### src/pkg/irs_pkg.sv
// constants and types for the internal reset sequencer
package irs_pkg;
  // register byte offsets
  localparam logic [7:0] RESET_SOURCE_OFF  = 8'h00;
  localparam logic [7:0] CPU_CLK_STAT_OFF  = 8'h04;
  localparam logic [7:0] LV_MODE_OFF       = 8'h08;
  localparam logic [7:0] DEBUG_MODE_OFF    = 8'h0c;
  localparam logic [7:0] WD_CTRL_OFF       = 8'h10;
  localparam logic [7:0] SEQ_STAT_OFF      = 8'h14;
  // reset_source_reg fields
  localparam int LV_FLAG_BIT = 0;
  localparam int CM_FLAG_BIT = 1;
  localparam int WD_FLAG_BIT = 4;
  localparam logic [7:0] RESET_SOURCE_MASK = 8'h13;
  // low_voltage_mode_reg fields
  localparam int LV_EN_BIT  = 0;
  localparam int LV_SEL_BIT = 1;
  // debug_mode_control_reg value set by a pin reset
  localparam logic [7:0] DEBUG_MODE_RST = 8'h01;
  // cpu divider initial select: fxx/8
  localparam logic [2:0] CPU_DIV_RST = 3'h3;
  // timing
  localparam int  CLK_MHZ           = 200;
  localparam int  WD_HOLD_NS        = 1000;
  localparam int  WD_HOLD_CYC       = (WD_HOLD_NS * CLK_MHZ + 999) / 1000;
  localparam int  OSC_STAB_SHORT    = 8192;
  localparam int  OSC_STAB_LONG     = 65536;
  localparam int  WD_OVF_DEFAULT    = 16384;
  localparam logic [1:0] AXI_OKAY   = 2'h0;
  localparam logic [1:0] AXI_SLVERR = 2'h2;
  typedef enum logic [1:0] {
    IRS_IN_RESET,
    IRS_STABILIZE,
    IRS_RUN_MAIN,
    IRS_RUN_EMERG
  } irs_state_e;
endpackage : irs_pkg

### src/verilog/irs_cnt.sv
// resettable up-counter with terminal flag, used for hold and stabilisation timing
`timescale 1ns/1ps
`default_nettype none
module irs_cnt #(
  parameter int W = 20
) (
  input  wire logic         clk_i,
  input  wire logic         rst_n_i,
  input  wire logic         clr_i,
  input  wire logic         en_i,
  input  wire logic [W-1:0] limit_i,
  output logic [W-1:0]      count_o,
  output logic              done_o
);
  logic [W-1:0] cnt_q;
  logic [W-1:0] cnt_d;

  always_comb
  begin
    cnt_d = cnt_q;
    if (clr_i)
      cnt_d = '0;
    else if (en_i && (cnt_q != limit_i))
      cnt_d = cnt_q + {{(W-1){1'b0}}, 1'b1};
  end

  always_ff @(posedge clk_i)
  begin
    if (!rst_n_i)
      cnt_q <= '0;
    else
      cnt_q <= cnt_d;
  end

  assign count_o = cnt_q;
  assign done_o  = (cnt_q == limit_i);
endmodule : irs_cnt
`default_nettype wire

### src/verilog/irs_sequencer.sv
// internal reset sequencer with AXI4-Lite register slave
`timescale 1ns/1ps
`default_nettype none
// Behaviour
// - watchdog overflow in reset mode raises a full system reset
// - watchdog reset holds a fixed time then releases by itself
// - main oscillator stopped while watchdog or low-voltage reset is active
// - cpu clock stopped in reset; restarts after stabilisation at divide by eight
// - peripheral clocks stopped in reset; resume after stabilisation
// - watchdog counter cleared in reset; counts from zero on internal oscillator after
// - peripheral registers reset; debug-mode register keeps value on internal resets
// - ram kept on watchdog reset; power-on, collision or low-voltage reset corrupts it
// - enabled detector with select bit 1 causes system reset on drop
// - low-voltage reset held until supply returns above level
// - select bit 0 gives interrupt on crossings both ways instead
// - after reset oscillator starts; option-selected stabilisation counted before fetch
// - watchdog overflow before stabilisation starts cpu on internal oscillator
// - readable status tells main clock or internal oscillator for cpu
// - pin reset clears flags; other sources set only own flag
// - software writes only clear flags; hardware set wins
// - pin reset clears whole reset-source register
module irs_sequencer
  import irs_pkg::*;
#(
  parameter int WD_HOLD    = irs_pkg::WD_HOLD_CYC,
  parameter int STAB_SHORT = irs_pkg::OSC_STAB_SHORT,
  parameter int STAB_LONG  = irs_pkg::OSC_STAB_LONG,
  parameter int WD_OVF     = irs_pkg::WD_OVF_DEFAULT
) (
  input  wire logic        clk_i,
  input  wire logic        rst_n_i,
  input  wire logic        pin_reset_n_i,
  input  wire logic        lv_below_i,
  input  wire logic        cm_reset_req_i,
  input  wire logic        stab_long_sel_i,
  input  wire logic        main_clk_ok_i,
  input  wire logic        cpu_ram_access_i,
  input  wire logic [7:0]  s_axi_awaddr,
  input  wire logic        s_axi_awvalid,
  output logic             s_axi_awready,
  input  wire logic [31:0] s_axi_wdata,
  input  wire logic [3:0]  s_axi_wstrb,
  input  wire logic        s_axi_wvalid,
  output logic             s_axi_wready,
  output logic [1:0]       s_axi_bresp,
  output logic             s_axi_bvalid,
  input  wire logic        s_axi_bready,
  input  wire logic [7:0]  s_axi_araddr,
  input  wire logic        s_axi_arvalid,
  output logic             s_axi_arready,
  output logic [31:0]      s_axi_rdata,
  output logic [1:0]       s_axi_rresp,
  output logic             s_axi_rvalid,
  input  wire logic        s_axi_rready,
  output logic             sys_reset_o,
  output logic             main_osc_en_o,
  output logic             int_osc_en_o,
  output logic             cpu_clk_en_o,
  output logic             periph_clk_en_o,
  output logic [2:0]       cpu_div_sel_o,
  output logic             cpu_on_int_osc_o,
  output logic             low_voltage_irq_o,
  output logic             ram_corrupt_o
);
  import irs_pkg::*;

  // pins from outside pass two flops; first stage feeds only the second
  logic [2:0] sync1_q;
  logic [2:0] sync2_q;
  always_ff @(posedge clk_i)
  begin
    if (!rst_n_i)
    begin
      sync1_q <= 3'h1;
      sync2_q <= 3'h1;
    end
    else
    begin
      sync1_q <= {lv_below_i, main_clk_ok_i, pin_reset_n_i};
      sync2_q <= sync1_q;
    end
  end
  logic pin_rst;
  logic lv_below;
  logic main_ok;
  assign pin_rst  = !sync2_q[0];
  assign main_ok  = sync2_q[1];
  assign lv_below = sync2_q[2];

  // registers and sequencer state
  irs_state_e st_q, st_d;
  logic [7:0]  rsrc_q, rsrc_d;
  logic [1:0]  lvmode_q, lvmode_d;
  logic [7:0]  dbg_q, dbg_d;
  logic        wd_rst_en_q, wd_rst_en_d;
  logic        lv_prev_q, lv_prev_d;
  logic        irq_q, irq_d;
  logic        wd_hold_q, wd_hold_d;
  logic        lv_hold_q, lv_hold_d;
  logic [19:0] wd_cnt_q, wd_cnt_d;
  logic        ramc_q, ramc_d;

  logic        wd_ovf_ev;
  logic        lv_rst_req;
  logic        any_rst;
  logic        in_reset;
  logic        hold_done;
  logic        stab_done;
  logic [19:0] stab_lim;
  logic        sw_rsrc_wr;
  logic [7:0]  sw_rsrc_val;
  logic        sw_lv_wr;
  logic        sw_dbg_wr;
  logic        sw_wd_wr;
  logic        sw_wd_clr;

  assign in_reset   = (st_q == IRS_IN_RESET);
  // overflow while stabilising is the emergency fall-back, never a reset loop
  assign wd_ovf_ev  = ((st_q == IRS_RUN_MAIN) || (st_q == IRS_RUN_EMERG)) && wd_rst_en_q
                      && (wd_cnt_q == 20'(WD_OVF - 1));
  assign lv_rst_req = lvmode_q[LV_EN_BIT] && lvmode_q[LV_SEL_BIT] && lv_below;
  assign any_rst    = pin_rst || wd_ovf_ev || cm_reset_req_i || lv_rst_req;
  assign stab_lim   = stab_long_sel_i ? 20'(STAB_LONG) : 20'(STAB_SHORT);

  irs_cnt #(.W(20)) u_hold (
    .clk_i   (clk_i),
    .rst_n_i (rst_n_i),
    .clr_i   (!in_reset || wd_ovf_ev),
    .en_i    (wd_hold_q),
    .limit_i (20'(WD_HOLD)),
    .count_o (),
    .done_o  (hold_done)
  );

  irs_cnt #(.W(20)) u_stab (
    .clk_i   (clk_i),
    .rst_n_i (rst_n_i),
    .clr_i   (st_q != IRS_STABILIZE),
    .en_i    (main_ok),
    .limit_i (stab_lim),
    .count_o (),
    .done_o  (stab_done)
  );

  // sequencer
  always_comb
  begin
    st_d      = st_q;
    wd_hold_d = wd_hold_q;
    // the mode register is cleared on entry, so a low-voltage reset is remembered here
    lv_hold_d = (lv_rst_req || lv_hold_q) && lv_below;
    unique case (st_q)
      IRS_IN_RESET:
      begin
        // release waits until no level request is still present and any watchdog hold has run out
        if (!pin_rst && !lv_rst_req && !lv_hold_q && !cm_reset_req_i
            && (!wd_hold_q || hold_done))
        begin
          st_d      = IRS_STABILIZE;
          wd_hold_d = 1'b0;
        end
      end
      IRS_STABILIZE:
      begin
        if (wd_cnt_q == 20'(WD_OVF - 1))
          st_d = IRS_RUN_EMERG;
        else if (stab_done)
          st_d = IRS_RUN_MAIN;
      end
      IRS_RUN_MAIN:  st_d = IRS_RUN_MAIN;
      IRS_RUN_EMERG: st_d = IRS_RUN_EMERG;
    endcase
    if (any_rst)
    begin
      st_d = IRS_IN_RESET;
      if (wd_ovf_ev)
        wd_hold_d = 1'b1;
    end
  end

  // watchdog counter, interrupt, flags, config registers
  always_comb
  begin
    wd_cnt_d    = wd_cnt_q;
    rsrc_d      = rsrc_q;
    lvmode_d    = lvmode_q;
    dbg_d       = dbg_q;
    wd_rst_en_d = wd_rst_en_q;
    lv_prev_d   = lv_below;
    irq_d       = 1'b0;
    ramc_d      = ramc_q;
    // the watchdog restarts from zero once the cpu falls back to the internal oscillator
    if (in_reset || sw_wd_clr || (st_d == IRS_IN_RESET) || ((st_q == IRS_STABILIZE) && (st_d == IRS_RUN_EMERG)))
      wd_cnt_d = '0;
    else if (wd_cnt_q != 20'(WD_OVF - 1))
      wd_cnt_d = wd_cnt_q + 20'h00001;
    if (lvmode_q[LV_EN_BIT] && !lvmode_q[LV_SEL_BIT] && (lv_below != lv_prev_q))
      irq_d = 1'b1;
    if (sw_lv_wr)
      lvmode_d = sw_rsrc_val[1:0];
    if (sw_dbg_wr)
      dbg_d = sw_rsrc_val;
    if (sw_wd_wr)
      wd_rst_en_d = sw_rsrc_val[0];
    if (sw_rsrc_wr)
      rsrc_d = rsrc_q & sw_rsrc_val & RESET_SOURCE_MASK;
    if (wd_ovf_ev)
      rsrc_d[WD_FLAG_BIT] = 1'b1;
    if (cm_reset_req_i)
      rsrc_d[CM_FLAG_BIT] = 1'b1;
    if (lv_rst_req)
      rsrc_d[LV_FLAG_BIT] = 1'b1;
    if (any_rst && !in_reset)
    begin
      lvmode_d    = 2'h0;
      wd_rst_en_d = 1'b1;
      // ram is kept unless the cpu was mid-access; a supply drop always loses it
      ramc_d      = cpu_ram_access_i || lv_rst_req;
    end
    if (pin_rst)
    begin
      rsrc_d = 8'h00;
      dbg_d  = DEBUG_MODE_RST;
    end
  end

  always_ff @(posedge clk_i)
  begin
    if (!rst_n_i)
    begin
      st_q        <= IRS_IN_RESET;
      wd_hold_q   <= 1'b0;
      lv_hold_q   <= 1'b0;
      wd_cnt_q    <= '0;
      rsrc_q      <= 8'h00;
      lvmode_q    <= 2'h0;
      dbg_q       <= DEBUG_MODE_RST;
      wd_rst_en_q <= 1'b1;
      lv_prev_q   <= 1'b0;
      irq_q       <= 1'b0;
      ramc_q      <= 1'b1;
    end
    else
    begin
      st_q        <= st_d;
      wd_hold_q   <= wd_hold_d;
      lv_hold_q   <= lv_hold_d;
      wd_cnt_q    <= wd_cnt_d;
      rsrc_q      <= rsrc_d;
      lvmode_q    <= lvmode_d;
      dbg_q       <= dbg_d;
      wd_rst_en_q <= wd_rst_en_d;
      lv_prev_q   <= lv_prev_d;
      irq_q       <= irq_d;
      ramc_q      <= ramc_d;
    end
  end

  // clock gating outputs, all registered; the cpu divider select is the constant CPU_DIV_RST
  logic [7:0] out_q, out_d;
  always_comb
  begin
    out_d    = 8'h00;
    out_d[0] = (st_d == IRS_IN_RESET);
    out_d[1] = (st_d != IRS_IN_RESET);
    out_d[2] = (st_d != IRS_IN_RESET);
    out_d[3] = (st_d == IRS_RUN_MAIN) || (st_d == IRS_RUN_EMERG);
    out_d[4] = (st_d == IRS_RUN_MAIN);
    out_d[5] = (st_d == IRS_RUN_EMERG);
  end
  always_ff @(posedge clk_i)
  begin
    if (!rst_n_i)
      out_q <= 8'h01;
    else
      out_q <= out_d;
  end
  assign sys_reset_o       = out_q[0];
  assign main_osc_en_o     = out_q[1];
  assign int_osc_en_o      = out_q[2];
  assign cpu_clk_en_o      = out_q[3];
  assign periph_clk_en_o   = out_q[4];
  assign cpu_on_int_osc_o  = out_q[5];
  assign cpu_div_sel_o     = CPU_DIV_RST;
  assign low_voltage_irq_o = irq_q;
  assign ram_corrupt_o     = ramc_q;

  // AXI4-Lite slave: address and data taken in either order, one write at a time
  logic       aw_q, aw_d, w_q, w_d, bv_q, bv_d, rv_q, rv_d;
  logic [7:0] awa_q, awa_d;
  logic [31:0] wd_q, wd_d, rd_q, rd_d;
  logic [1:0] br_q, br_d, rr_q, rr_d;
  logic       wr_go;

  assign wr_go       = aw_q && w_q && !bv_q;
  assign sw_rsrc_val = wd_q[7:0];
  logic [3:0] ws_q, ws_d;
  assign sw_rsrc_wr  = wr_go && ws_q[0] && (awa_q == RESET_SOURCE_OFF);
  assign sw_lv_wr    = wr_go && ws_q[0] && (awa_q == LV_MODE_OFF);
  assign sw_dbg_wr   = wr_go && ws_q[0] && (awa_q == DEBUG_MODE_OFF);
  assign sw_wd_wr    = wr_go && ws_q[0] && (awa_q == WD_CTRL_OFF);
  assign sw_wd_clr   = sw_wd_wr && wd_q[1];

  function automatic logic mapped(input logic [7:0] a);
    mapped = (a == RESET_SOURCE_OFF) || (a == CPU_CLK_STAT_OFF) || (a == LV_MODE_OFF) ||
             (a == DEBUG_MODE_OFF) || (a == WD_CTRL_OFF) || (a == SEQ_STAT_OFF);
  endfunction : mapped

  always_comb
  begin
    aw_d  = aw_q;
    w_d   = w_q;
    awa_d = awa_q;
    wd_d  = wd_q;
    ws_d  = ws_q;
    bv_d  = bv_q;
    br_d  = br_q;
    rv_d  = rv_q;
    rr_d  = rr_q;
    rd_d  = rd_q;
    if (s_axi_awvalid && !aw_q)
    begin
      aw_d  = 1'b1;
      awa_d = {s_axi_awaddr[7:2], 2'b00};
    end
    if (s_axi_wvalid && !w_q)
    begin
      w_d  = 1'b1;
      wd_d = s_axi_wdata;
      ws_d = s_axi_wstrb;
    end
    if (wr_go)
    begin
      aw_d = 1'b0;
      w_d  = 1'b0;
      bv_d = 1'b1;
      br_d = mapped(awa_q) ? AXI_OKAY : AXI_SLVERR;
    end
    if (bv_q && s_axi_bready)
      bv_d = 1'b0;
    if (s_axi_arvalid && !rv_q)
    begin
      rv_d = 1'b1;
      rr_d = mapped({s_axi_araddr[7:2], 2'b00}) ? AXI_OKAY : AXI_SLVERR;
      unique case ({s_axi_araddr[7:2], 2'b00})
        RESET_SOURCE_OFF: rd_d = {24'h0, rsrc_q};
        CPU_CLK_STAT_OFF: rd_d = {31'h0, out_q[5]};
        LV_MODE_OFF:      rd_d = {30'h0, lvmode_q};
        DEBUG_MODE_OFF:   rd_d = {24'h0, dbg_q};
        WD_CTRL_OFF:      rd_d = {31'h0, wd_rst_en_q};
        SEQ_STAT_OFF:     rd_d = {27'h0, ramc_q, 2'(st_q), lv_below, main_ok};
        default:          rd_d = 32'h0;
      endcase
    end
    else if (rv_q && s_axi_rready)
      rv_d = 1'b0;
  end

  always_ff @(posedge clk_i)
  begin
    if (!rst_n_i)
    begin
      aw_q <= 1'b0; w_q <= 1'b0; bv_q <= 1'b0; rv_q <= 1'b0;
      awa_q <= 8'h00; wd_q <= 32'h0; ws_q <= 4'h0; rd_q <= 32'h0;
      br_q <= AXI_OKAY; rr_q <= AXI_OKAY;
    end
    else
    begin
      aw_q <= aw_d; w_q <= w_d; bv_q <= bv_d; rv_q <= rv_d;
      awa_q <= awa_d; wd_q <= wd_d; ws_q <= ws_d; rd_q <= rd_d;
      br_q <= br_d; rr_q <= rr_d;
    end
  end
  assign s_axi_awready = !aw_q;
  assign s_axi_wready  = !w_q;
  assign s_axi_bvalid  = bv_q;
  assign s_axi_bresp   = br_q;
  assign s_axi_arready = !rv_q;
  assign s_axi_rvalid  = rv_q;
  assign s_axi_rdata   = rd_q;
  assign s_axi_rresp   = rr_q;

  // checks
  a_pin_clears_flags: assert property (@(posedge clk_i) disable iff (!rst_n_i)
    pin_rst |=> rsrc_q == 8'h00) else $error("pin reset left flags set");
  a_wd_sets_flag: assert property (@(posedge clk_i) disable iff (!rst_n_i)
    wd_ovf_ev && !pin_rst |=> rsrc_q[WD_FLAG_BIT]) else $error("watchdog flag not set");
  a_reset_stops_osc: assert property (@(posedge clk_i) disable iff (!rst_n_i)
    in_reset |-> !main_osc_en_o && !cpu_clk_en_o && !periph_clk_en_o) else $error("clocks ran in reset");
  a_cpu_after_stab: assert property (@(posedge clk_i) disable iff (!rst_n_i)
    $rose(cpu_clk_en_o) |-> $past(stab_done) || cpu_on_int_osc_o) else $error("cpu early");
  a_wd_cnt_zero: assert property (@(posedge clk_i) disable iff (!rst_n_i)
    in_reset |=> wd_cnt_q == 20'h0) else $error("watchdog not cleared");
  a_lv_reset_held: assert property (@(posedge clk_i) disable iff (!rst_n_i)
    lv_hold_q && lv_below |=> in_reset) else $error("low-voltage reset released early");
  a_emerg_int_osc: assert property (@(posedge clk_i) disable iff (!rst_n_i)
    (st_q == IRS_STABILIZE) && (wd_cnt_q == 20'(WD_OVF - 1)) && !any_rst |=> cpu_on_int_osc_o)
    else $error("no fall-back to internal oscillator");
endmodule : irs_sequencer
`default_nettype wire

### config.mk
export PLATFORM = sky130hd
export DESIGN_NAME = irs_sequencer
export DESIGN_NICKNAME = d
export VERILOG_FILES = /design/src/pkg/irs_pkg.sv /design/src/verilog/irs_cnt.sv /design/src/verilog/irs_sequencer.sv
export SDC_FILE = /design/constraint.sdc
export NUM_CORES = 1
export LEC_CHECK = 0
export BUFFER_PORTS_ARGS = -buffer_cell sky130_fd_sc_hd__buf_2
export CORE_MARGIN = 4
export CORE_UTILIZATION = 55
export CTS_CLUSTER_DIAMETER = 120
export CTS_CLUSTER_SIZE = 25
export DETAILED_ROUTE_END_ITERATION = 10
export PLACE_DENSITY = 0.8
export SETUP_SLACK_MARGIN = 0.05
export SLEW_MARGIN = 20
export SYNTH_ARGS = -nofsm -noshare
export SYNTH_HDL_FRONTEND = slang
export SYNTH_SLANG_ARGS = --single-unit
### constraint.sdc
create_clock -name clk_i -period 2.8 [get_ports clk_i]
set_input_delay 0.42 -clock clk_i [delete_from_list [all_inputs] [get_ports clk_i]]
set_output_delay 0.42 -clock clk_i [all_outputs]
set_load 0.05 [all_outputs]
Word level (Yosys, flattened, before mapping)
Cells that the tools add are included.
{ "totals": {"inputBits": 65, "elab_cells": 153, "ff_bits": 148} }
{ "op_classes": {"bitwise_logic": 2, "n_eq_ne": 23, "add_sub_neg": 3, "n_mux": 20, "n_reduce_logical": 77} }
{ "ops": {"columns": ["cell", "n"], "rows": [
  ["$add A20 B1 Y20 const B", 3],
  ["$pmux W8 S6", 1],
  ["$logic_and A1 B1 Y1", 28],
  ["$eq A6 B2 Y1 const B", 4],
  ["$eq A6 B3 Y1 const B", 4],
  ["$logic_or A1 B1 Y1", 22],
  ["$eq A20 B14 Y1 const B", 1],
  ["$eq A20 B17 Y1", 1],
  ["$eq A20 B8 Y1 const B", 1],
  ["$ne A20 B14 Y1 const B", 1],
  ["$ne A20 B17 Y1", 1],
  ["$ne A20 B8 Y1 const B", 1],
  ["$mux W17", 1],
  ["$eq A6 B1 Y1 const B", 2],
  ["$mux W2", 6],
  ["$reduce_or A2 Y1", 6],
  ["$logic_not A1 Y1", 11],
  ["$mux W1", 10],
  ["$reduce_bool A2 Y1", 5],
  ["$eq A2 B2 Y1 const B", 4],
  ["$logic_not A8 Y1", 1],
  ["$pmux W2 S4", 1],
  ["$logic_not A6 Y1", 1],
  ["$and A5 B5 Y5", 1],
  ["7 further kinds", 8]
]} }

Depth between registers and ports, before layout
Gate-level depths: netlist (run 1).
{ "logic_depth": {"depth_word": 14, "depth_mapped": 8, "depth_no_buf": 6} }

Cells and area by module
From an unflattened synthesis (run 1), not the netlist that was laid out.
{ "unflattened": {"cells_unflattened": 704, "area_unflattened_um2": 6183.4} }
{ "by_module_without_submodules": {"columns": ["module", "area_each_um2", "seq_area_each_um2", "instances", "cells_per_inst"], "rows": [
  ["irs_sequencer", 3758.6, 1621.6, 1, 416],
  ["irs_cnt", 1212.4, 400.4, 2, 144]
]} }

Worst setup path before layout (run 1)
No wires, ideal clock.
{ "synth_path": {"path_kind": "reg-to-reg", "from": "register wd_cnt_q[16]", "to": "register wd_cnt_q[5]", "setup_slack_ns": 0.619, "setup_time_ns": 0.115, "path_stages_with_launch": 8, "required_time_ns": 2.685, "t_arrival_ns": 2.066, "cell_sequence": "dfxtp_1 or4_4 or3_1 buf_2 o311ai_4 nand3b_4 buf_6 nor2_1"} }
{ "synth_between": {"elab_chain_cells": 10, "elab_cells_between_ends": 15} }
{ "synth_rtl": {"columns": ["element", "line", "rtl"], "rows": [
  ["start: declaration", "irs_sequencer.sv:100", "logic [19:0] wd_cnt_q, wd_cnt_d;"],
  ["start signal: assignment", "irs_sequencer.sv:248", "wd_cnt_q <= wd_cnt_d;"],
  ["parallel branches: the longest is 10 deep, another holds $eq A20 B14 Y1", null, null]
]} }
Parallel ways; which one is timed is not known.
A chain may end at the register's enable or synchronous reset.

Worst setup path in the final report (run 1)
{ "layout_path": {"from": "register wd_cnt_q[0]", "to": "register lvmode_q[1]"} }
{ "layout_between": {"elab_chain_cells": 7} }
{ "layout_rtl": {"columns": ["element", "line", "rtl"], "rows": [
  ["$eq A20 B14 Y1", "irs_sequencer.sv:120", "&& (wd_cnt_q == 20'(WD_OVF - 1));"],
  ["$logic_and A1 B1 Y1", "irs_sequencer.sv:120", null],
  ["$logic_or A1 B1 Y1 (3 in series)", "irs_sequencer.sv:122", "assign any_rst = pin_rst || wd_ovf_ev || cm_reset_req_i || lv_rst_req;"],
  ["$logic_and A1 B1 Y1", "irs_sequencer.sv:213", "if (any_rst && !in_reset)"],
  ["$reduce_or A2 Y1 (no source line)", null, null],
  ["end signal: assignment", "irs_sequencer.sv:250", "lvmode_q <= lvmode_d;"],
  ["end: declaration", "irs_sequencer.sv:93", "logic [1:0] lvmode_q, lvmode_d;"]
]} }
No other way between the ends.

==> out/qor.log, run 1 <==
INFO  yosys          syn-instance-count=634
INFO  yosys          synth-seq-area-share=43.69%
INFO  critical_path  critical_path_required=3.20ns
INFO  critical_path  crit_chain=ha_1 > nand2_1 > or4_1 > o31a_1 > o21ai_0 > nor2_1
INFO  critical_path  slowest_stage=sky130_fd_sc_hd__or4_1
INFO  route          drc_errors=0
INFO  critical_path  crit_family=simple AND/OR/NAND/NOR gates
INFO  finish         fin_nets=759
INFO  route          detailedRoute.firstIterationViolations=278
INFO  route          detailroute.wirelength.met2=6.388mm
INFO  clock_tree     clk_path_buf_depth=2
INFO  critical_path  crit_start=wd_cnt_q[0]
INFO  route          met3WireLength=743um
INFO  floorplan      rows=36
INFO  yosys          synthArstFlopShare=0%
INFO  power_and_ir_drop power.switching=0.9899mW
INFO  global_routing track_usage=22.09%
INFO  power_and_ir_drop power_frac_clock=53.6%
INFO  timing         layout_worst_path_cycle_share=88.55%
INFO  yosys          syn_avg_cell_area=8.745squm
INFO  job            maxCapViolations=0
INFO  critical_path  setup.reg_to_reg.worst_slack=0.32ns
INFO  finish         mostFrequentLayoutCell=sky130_fd_sc_hd__dfxtp_1
INFO  timing         finalClockSkew=0.006739ns
INFO  critical_path  worst_setup_path_endpoint=lvmode_q[1]
INFO  global_routing overflow=0
INFO  global_routing grt_pass1_vias=4498
INFO  yosys          yosys_most_used_dff=sky130_fd_sc_hd__dfxtp_1
INFO  worst_hold_path beginning_of_the_worst_hold_path=pin_reset_n_i
INFO  place          place_hpwl=8.111mm
INFO  clock_tree     holdBufCountCts=0
INFO  route          vias=4723
INFO  timing         setup_viol=0
INFO  yosys          yosys_register_bits=121
INFO  global_routing grt_max_degree=31
INFO  finish         area_growth_syn_to_layout=16.54%
INFO  route          dr.pass1.iters=5
INFO  timing         tightestPinTransition=0.7433ns
INFO  timing         max_freq=0.4033GHz
INFO  route          drt_wl_total=12.48mm
INFO  place          io_buffers=56
INFO  clock_tree     cts.htree.levels=4
INFO  power_and_ir_drop share_seq_of_total_power=40.2%
INFO  global_routing grt_first_pass_wirelength=20.86mm
INFO  clock_tree     tritoncts_clock_tree=yes
INFO  yosys          area_of_the_mapped_netlist=5544squm
INFO  critical_path  critical_path_start_type=flop
INFO  run_status     run_status=finished, final reports clean
INFO  critical_path  critPathMaxStageDelay=0.70ns
INFO  clock_tree     cts_num_sinks=121
INFO  clock_tree     cts_setup_buffers=0
INFO  power_and_ir_drop power.density_cell_area=683.1nW/um^2
INFO  timing         tns=0ns
INFO  critical_path  endpoint_of_the_worst_register_to_register_path=lvmode_q[1]
INFO  critical_path  crit_cells=6
INFO  critical_path  r2r_cells=6
INFO  clock_tree     cts.root.buffer_cell=sky130_fd_sc_hd__clkbuf_8
INFO  clock_tree     post_cts.resized_instances=0
INFO  timing         setup_repair_after_global_routing_missed_its_margin=no
INFO  critical_path  worstSetupEndpointType=flop
INFO  timing         final_hold_violation_count=0
INFO  clock_tree     cts_buffers=17
INFO  power_and_ir_drop comb_power_share=6.2%
INFO  route          met1_length=5.156mm
INFO  critical_path  crit_fanout=15
INFO  route          detail_route.wl_per_cell=14.94um
INFO  floorplan      die_area=11750squm
INFO  global_routing initial_antenna_violation_count=0
INFO  critical_path  timing.setup.critical_path_class=reg2reg
INFO  yosys          synth_edf_count=0
INFO  power_and_ir_drop leakagePower=2.455nW
INFO  floorplan      die_height=108.4um
INFO  finish         drive_above_1_share=13.82%
INFO  power_and_ir_drop cell_internal_pwr=3.424mW
INFO  floorplan      io_pins=117
INFO  power_and_ir_drop sw_frac_of_total=22.43%
INFO  clock_tree     clock_latency=0.52ns
INFO  critical_path  crit_path_dat=2.88ns
INFO  clock_tree     clk_pin_slew_worst_paths=0.06ns
INFO  place          gpl.final_weighted_congestion=0.8772
INFO  finish         layout.cells.most_common_list=sky130_fd_sc_hd__dfxtp_1, sky130_fd_sc_hd__nor2_1, sky130_fd_sc_hd__buf_2
INFO  timing         layout_min_cycle_time=2.479ns
INFO  timing         final_max_slew_viol_count=0
INFO  finish         diodes=0
INFO  yosys          ys_warn_count=0
INFO  floorplan      initial_utilization=56.72%
INFO  route          detail_route.vias_per_cell=5.656
INFO  worst_hold_path worst_hold_path_type=in2reg
INFO  timing         maxSlewHeadroom=50.23%
INFO  route          highest_layer=met4
INFO  floorplan      die_width=108.4um
INFO  route          ant_nets=0
INFO  floorplan      fp.coreArea=9774squm
INFO  finish         final_util=66.10%
INFO  critical_path  rr_startpoint=wd_cnt_q[0]
INFO  power_and_ir_drop ir_worst_vdd=0.0003168V
INFO  critical_path  path_buf_inv=0
INFO  yosys          synth_cell_types=52
## worst min path at each step
stage	cells after the start	endpoint	slack [ns]
6_report	2	sync1_q[0]	0.09
5_1_grt	2	sync1_q[0]	0.09
4_1_cts	2	sync1_q[0]	0.08
3_5_place_dp	1	sync2_q[0]	0.41
3_3_place_gp	1	sync2_q[0]	0.39
2_1_floorplan	1	dbg_q[0]	0.39
## metal layers
metal,up-vias,GRT usage (%)
li1,2282,-
met1,2247,26.66
met2,170,38.48
met3,24,5.194
met4,0,7.574
met5,-,0
## logic make-up after synthesis
group	after synthesis	synth area share (%)
AO/OA/AOI/OAI	99	11.96
adder cells (fa/ha/maj)	5	1.128
other	2	0.1355
buffers and inverters	69	6.861
AND/OR/NAND/NOR	271	25.05
multiplexers	23	4.220
XOR/XNOR	44	6.951
flip-flops	121	43.69
## Yosys cell counts (2+ instances only)
master | n | area [sq um]
sky130_fd_sc_hd__dfxtp_1 | 121 | 2422
sky130_fd_sc_hd__nor2_1 | 76 | 285.3
sky130_fd_sc_hd__nand2_1 | 50 | 187.7
sky130_fd_sc_hd__buf_4 | 30 | 225.2
sky130_fd_sc_hd__xnor2_1 | 24 | 210.2
sky130_fd_sc_hd__a21oi_1 | 22 | 110.1
sky130_fd_sc_hd__o21ai_0 | 22 | 110.1
sky130_fd_sc_hd__nand3_1 | 21 | 105.1
sky130_fd_sc_hd__nor2b_1 | 21 | 131.4
sky130_fd_sc_hd__mux2i_1 | 20 | 200.2
sky130_fd_sc_hd__nor3_1 | 20 | 100.1
sky130_fd_sc_hd__xor2_1 | 20 | 175.2
sky130_fd_sc_hd__clkbuf_1 | 19 | 71.32
sky130_fd_sc_hd__inv_1 | 18 | 67.56
sky130_fd_sc_hd__nand4_1 | 15 | 93.84
sky130_fd_sc_hd__a21boi_0 | 12 | 90.09
sky130_fd_sc_hd__and3_1 | 12 | 75.07
sky130_fd_sc_hd__nor4_1 | 11 | 68.82
sky130_fd_sc_hd__or3_1 | 11 | 68.82
sky130_fd_sc_hd__o211ai_1 | 8 | 60.06
sky130_fd_sc_hd__a22oi_1 | 7 | 52.55
sky130_fd_sc_hd__and2_1 | 7 | 43.79
sky130_fd_sc_hd__and4_1 | 6 | 52.55
sky130_fd_sc_hd__nand2b_1 | 6 | 37.54
sky130_fd_sc_hd__ha_1 | 5 | 62.56
sky130_fd_sc_hd__a211oi_1 | 4 | 30.03
sky130_fd_sc_hd__o2111ai_1 | 4 | 35.03
sky130_fd_sc_hd__a31oi_1 | 3 | 18.77
sky130_fd_sc_hd__mux2_2 | 3 | 33.78
sky130_fd_sc_hd__nand3b_1 | 3 | 22.52
sky130_fd_sc_hd__or4_1 | 3 | 22.52
sky130_fd_sc_hd__a22o_1 | 2 | 17.52
sky130_fd_sc_hd__a32oi_1 | 2 | 17.52
sky130_fd_sc_hd__and3b_1 | 2 | 17.52
sky130_fd_sc_hd__conb_1 | 2 | 7.510
sky130_fd_sc_hd__nor4bb_1 | 2 | 20.02
sky130_fd_sc_hd__o211a_1 | 2 | 20.02
sky130_fd_sc_hd__o21a_1 | 2 | 15.01
sky130_fd_sc_hd__o31a_1 | 2 | 17.52
sky130_fd_sc_hd__o31ai_1 | 2 | 15.01
## sequential cells by signal, indices dropped and copies added (netlist names), 3 cells and up
signal,flops
awa_q,6
wd_cnt_q,20
wd_q,8
sync2_q,3
out_q,5
u_stab.count_o,20
u_hold.count_o,20
s_axi_rdata,8
sync1_q,3
rsrc_q,3
dbg_q,8
## through the flow
stage                     cell area (sq um)  worst slack, ns  cells  hold slack (ns)  power, mW
after global placement                 5809           0.4679    803           0.3919      2.073
after floorplan                        5645           0.6192    661           0.3855      2.052
after CTS                              6461           0.3764    835          0.07843      4.436
after global routing                   6461           0.1697    835          0.09291      4.542
after detailed placement               5809           0.4302    803           0.4071      2.080
final                                  6461           0.3207    835          0.08875      4.414
## power groups by stage
stage | combinational [mW] | sequential (mW) | clock [mW]
floorplan | 0.229 | 1.82 | 0
global placement | 0.266 | 1.81 | 0
detailed placement | 0.271 | 1.81 | 0
CTS | 0.275 | 1.77 | 2.39
global route | 0.296 | 1.78 | 2.47
finish | 0.276 | 1.77 | 2.37
## final cells by class
cell class / instances / area (sq um)
clock inverters: 11 / 192.7
multi-input cells: 471 / 2843
inverters: 18 / 67.56
well taps: 133 / 166.4
repair buffers: 60 / 310.3
flip-flops and latches: 121 / 2422
fillers: 781 / 3313
clock buffers: 21 / 459.2
Power figures use the tool's default switching activity.
==> run 2, diff against run 1 <==
--- a/config.mk
+++ b/config.mk
@@ -11,6 +11,7 @@
 export CTS_CLUSTER_DIAMETER = 120
 export CTS_CLUSTER_SIZE = 25
 export DETAILED_ROUTE_END_ITERATION = 10
+export HOLD_SLACK_MARGIN = 0.12
 export PLACE_DENSITY = 0.8
 export SETUP_SLACK_MARGIN = 0.05
 export SLEW_MARGIN = 20
==> out/qor.log, run 2 (same netlist as run 1, synthesis figures left out) <==
INFO  critical_path  slowest_stage=sky130_fd_sc_hd__or4_1
INFO  clock_tree     holdBufCountCts=3
INFO  finish         multi_input_comb_area=2843squm
INFO  floorplan      fp.coreArea=9774squm
INFO  timing         max_freq=0.4002GHz
INFO  critical_path  critical_path_start_type=flop
INFO  finish         diodes=0
INFO  finish         final_cell_area=6491squm
INFO  critical_path  crit_fanout=15
INFO  timing         layout_worst_path_cycle_share=89.25%
INFO  route          dr.pass1.iters=5
INFO  route          vias=4716
INFO  worst_hold_path worst_hold_path_type=in2reg
INFO  place          gpl.final_weighted_congestion=0.8772
INFO  clock_tree     clock_latency=0.52ns
INFO  job            maxCapViolations=0
INFO  critical_path  critPathMaxStageDelay=0.70ns
INFO  global_routing overflow=0
INFO  route          detailroute.wirelength.met2=6.420mm
INFO  place          post_placement_cell_area=5809squm
INFO  timing         layout_min_cycle_time=2.499ns
INFO  global_routing grt_max_degree=31
INFO  route          detail_route.vias_per_cell=5.628
INFO  finish         fillerInstances=778
INFO  clock_tree     clk_pin_slew_worst_paths=0.06ns
INFO  power_and_ir_drop cell_internal_pwr=3.426mW
INFO  finish         area_growth_syn_to_layout=17.08%
INFO  timing         final_hold_violation_count=0
INFO  timing         setup_repair_after_global_routing_missed_its_margin=no
INFO  finish         layout.area.seq=2422squm
INFO  power_and_ir_drop power.density_cell_area=680.6nW/um^2
INFO  global_routing initial_antenna_violation_count=0
INFO  critical_path  worstSetupEndpointType=flop
INFO  finish         mostFrequentLayoutCell=sky130_fd_sc_hd__dfxtp_1
INFO  finish         fin_nets=762
INFO  power_and_ir_drop power.switching=0.9915mW
INFO  clock_tree     cts.htree.levels=4
INFO  power_and_ir_drop power_frac_clock=53.6%
INFO  critical_path  crit_chain=ha_1 > nand2_1 > or4_1 > o31a_1 > o21ai_0 > nor2_1
INFO  floorplan      die_height=108.4um
INFO  route          highest_layer=met4
INFO  power_and_ir_drop comb_power_share=6.3%
INFO  finish         layout.cells.most_common_list=sky130_fd_sc_hd__dfxtp_1, sky130_fd_sc_hd__nor2_1, sky130_fd_sc_hd__buf_2
INFO  clock_tree     cts_buffers=17
INFO  floorplan      io_pins=117
INFO  timing         final_max_slew_viol_count=0
INFO  timing         maxSlewHeadroom=50.45%
INFO  route          drt_wl_total=12.58mm
INFO  clock_tree     cts_num_sinks=121
INFO  power_and_ir_drop share_seq_of_total_power=40.1%
INFO  clock_tree     post_cts.resized_instances=0
INFO  critical_path  critical_path_required=3.20ns
INFO  timing         finalClockSkew=0.007487ns
INFO  power_and_ir_drop leakagePower=2.468nW
INFO  timing         setup_viol=0
INFO  route          met1_length=5.192mm
INFO  route          met3WireLength=801um
INFO  run_status     run_status=finished, final reports clean
INFO  clock_tree     clk_path_buf_depth=2
INFO  floorplan      rows=36
INFO  place          io_buffers=56
INFO  critical_path  crit_path_dat=2.89ns
INFO  clock_tree     cts.root.buffer_cell=sky130_fd_sc_hd__clkbuf_8
INFO  global_routing grt_pass1_vias=4525
INFO  floorplan      die_width=108.4um
INFO  timing         tightestPinTransition=0.7401ns
INFO  route          drc_errors=0
INFO  power_and_ir_drop ir_worst_vdd=0.0003159V
INFO  route          ant_nets=0
INFO  global_routing track_usage=22.19%
INFO  clock_tree     cts_setup_buffers=0
INFO  route          detailedRoute.firstIterationViolations=304
INFO  finish         drive_above_1_share=13.76%
INFO  floorplan      initial_utilization=56.72%
INFO  place          place_hpwl=8.111mm
INFO  power_and_ir_drop sw_frac_of_total=22.44%
INFO  floorplan      die_area=11750squm
INFO  timing         tns=0ns
INFO  global_routing grt_first_pass_wirelength=20.95mm
INFO  critical_path  timing.setup.critical_path_class=reg2reg
INFO  route          detail_route.wl_per_cell=15.01um
INFO  clock_tree     tritoncts_clock_tree=yes
INFO  power_and_ir_drop power=4.418mW
==> run 2: changes by cell type in the layout (fill, tap and decap cells not counted) <==
cell                            previous run  this run
sky130_fd_sc_hd__dlygate4sd3_1             0         3
==> run 2: area by class of cell <==
class	instances	share of cell area, %
repair buffers	63	5.243
clock buffers	21	7.074
inverters	18	1.041
multi-input cells	471	43.79
clock inverters	11	2.968
well taps	133	2.564
flip-flops and latches	121	37.32
==> run 2: critical path: cells and delay by family (launching register included) <==
| kind | cells | cell delay (ns) |
|---|---|---|
| AOI/OAI and AO/OA | 2 | 0.69 |
| adders and majority gates | 1 | 0.32 |
| DFF | 1 | 0.46 |
| and+or+nand+nor | 3 | 0.92 |
==> run 2: power groups by stage <==
stage	clock (mW)	sequential (mW)	combinational, mW
finish	2.37	1.77	0.279
global route	2.47	1.78	0.300
CTS	2.39	1.77	0.278
detailed placement	0	1.81	0.271
global placement	0	1.81	0.266
floorplan	0	1.82	0.229
==> run 2: layer usage <==
layer  vias up  track usage, %
li1       2289               -
met2       164           38.79
met4         0           7.574
met1      2242           26.73
met5         -               0
met3        21           5.134
==> run 2: path summary, 6_finish.rpt <==
path,startpoint,cells past startpoint,end,slack [ns]
setup / recovery,wd_cnt_q[0],6,lvmode_q[1],0.30
hold / removal,s_axi_arvalid,2,s_axi_rvalid,0.14
setup reg to reg,wd_cnt_q[0],6,lvmode_q[1],0.30
hold reg to reg,sync1_q[0],1,sync2_q[0],0.43
==> run 2: per-stage QoR <==
stage	worst slack [ns]	cells	util [%]	hold slack, ns
2_1_floorplan	0.6192	661	-	0.3855
3_3_place_gp	0.4679	803	59.43	0.3919
3_5_place_dp	0.4302	803	59.43	0.4071
4_1_cts	0.3764	838	66.41	0.1247
5_1_grt	0.1697	838	66.41	0.1325
6_report	0.3011	838	66.41	0.1360
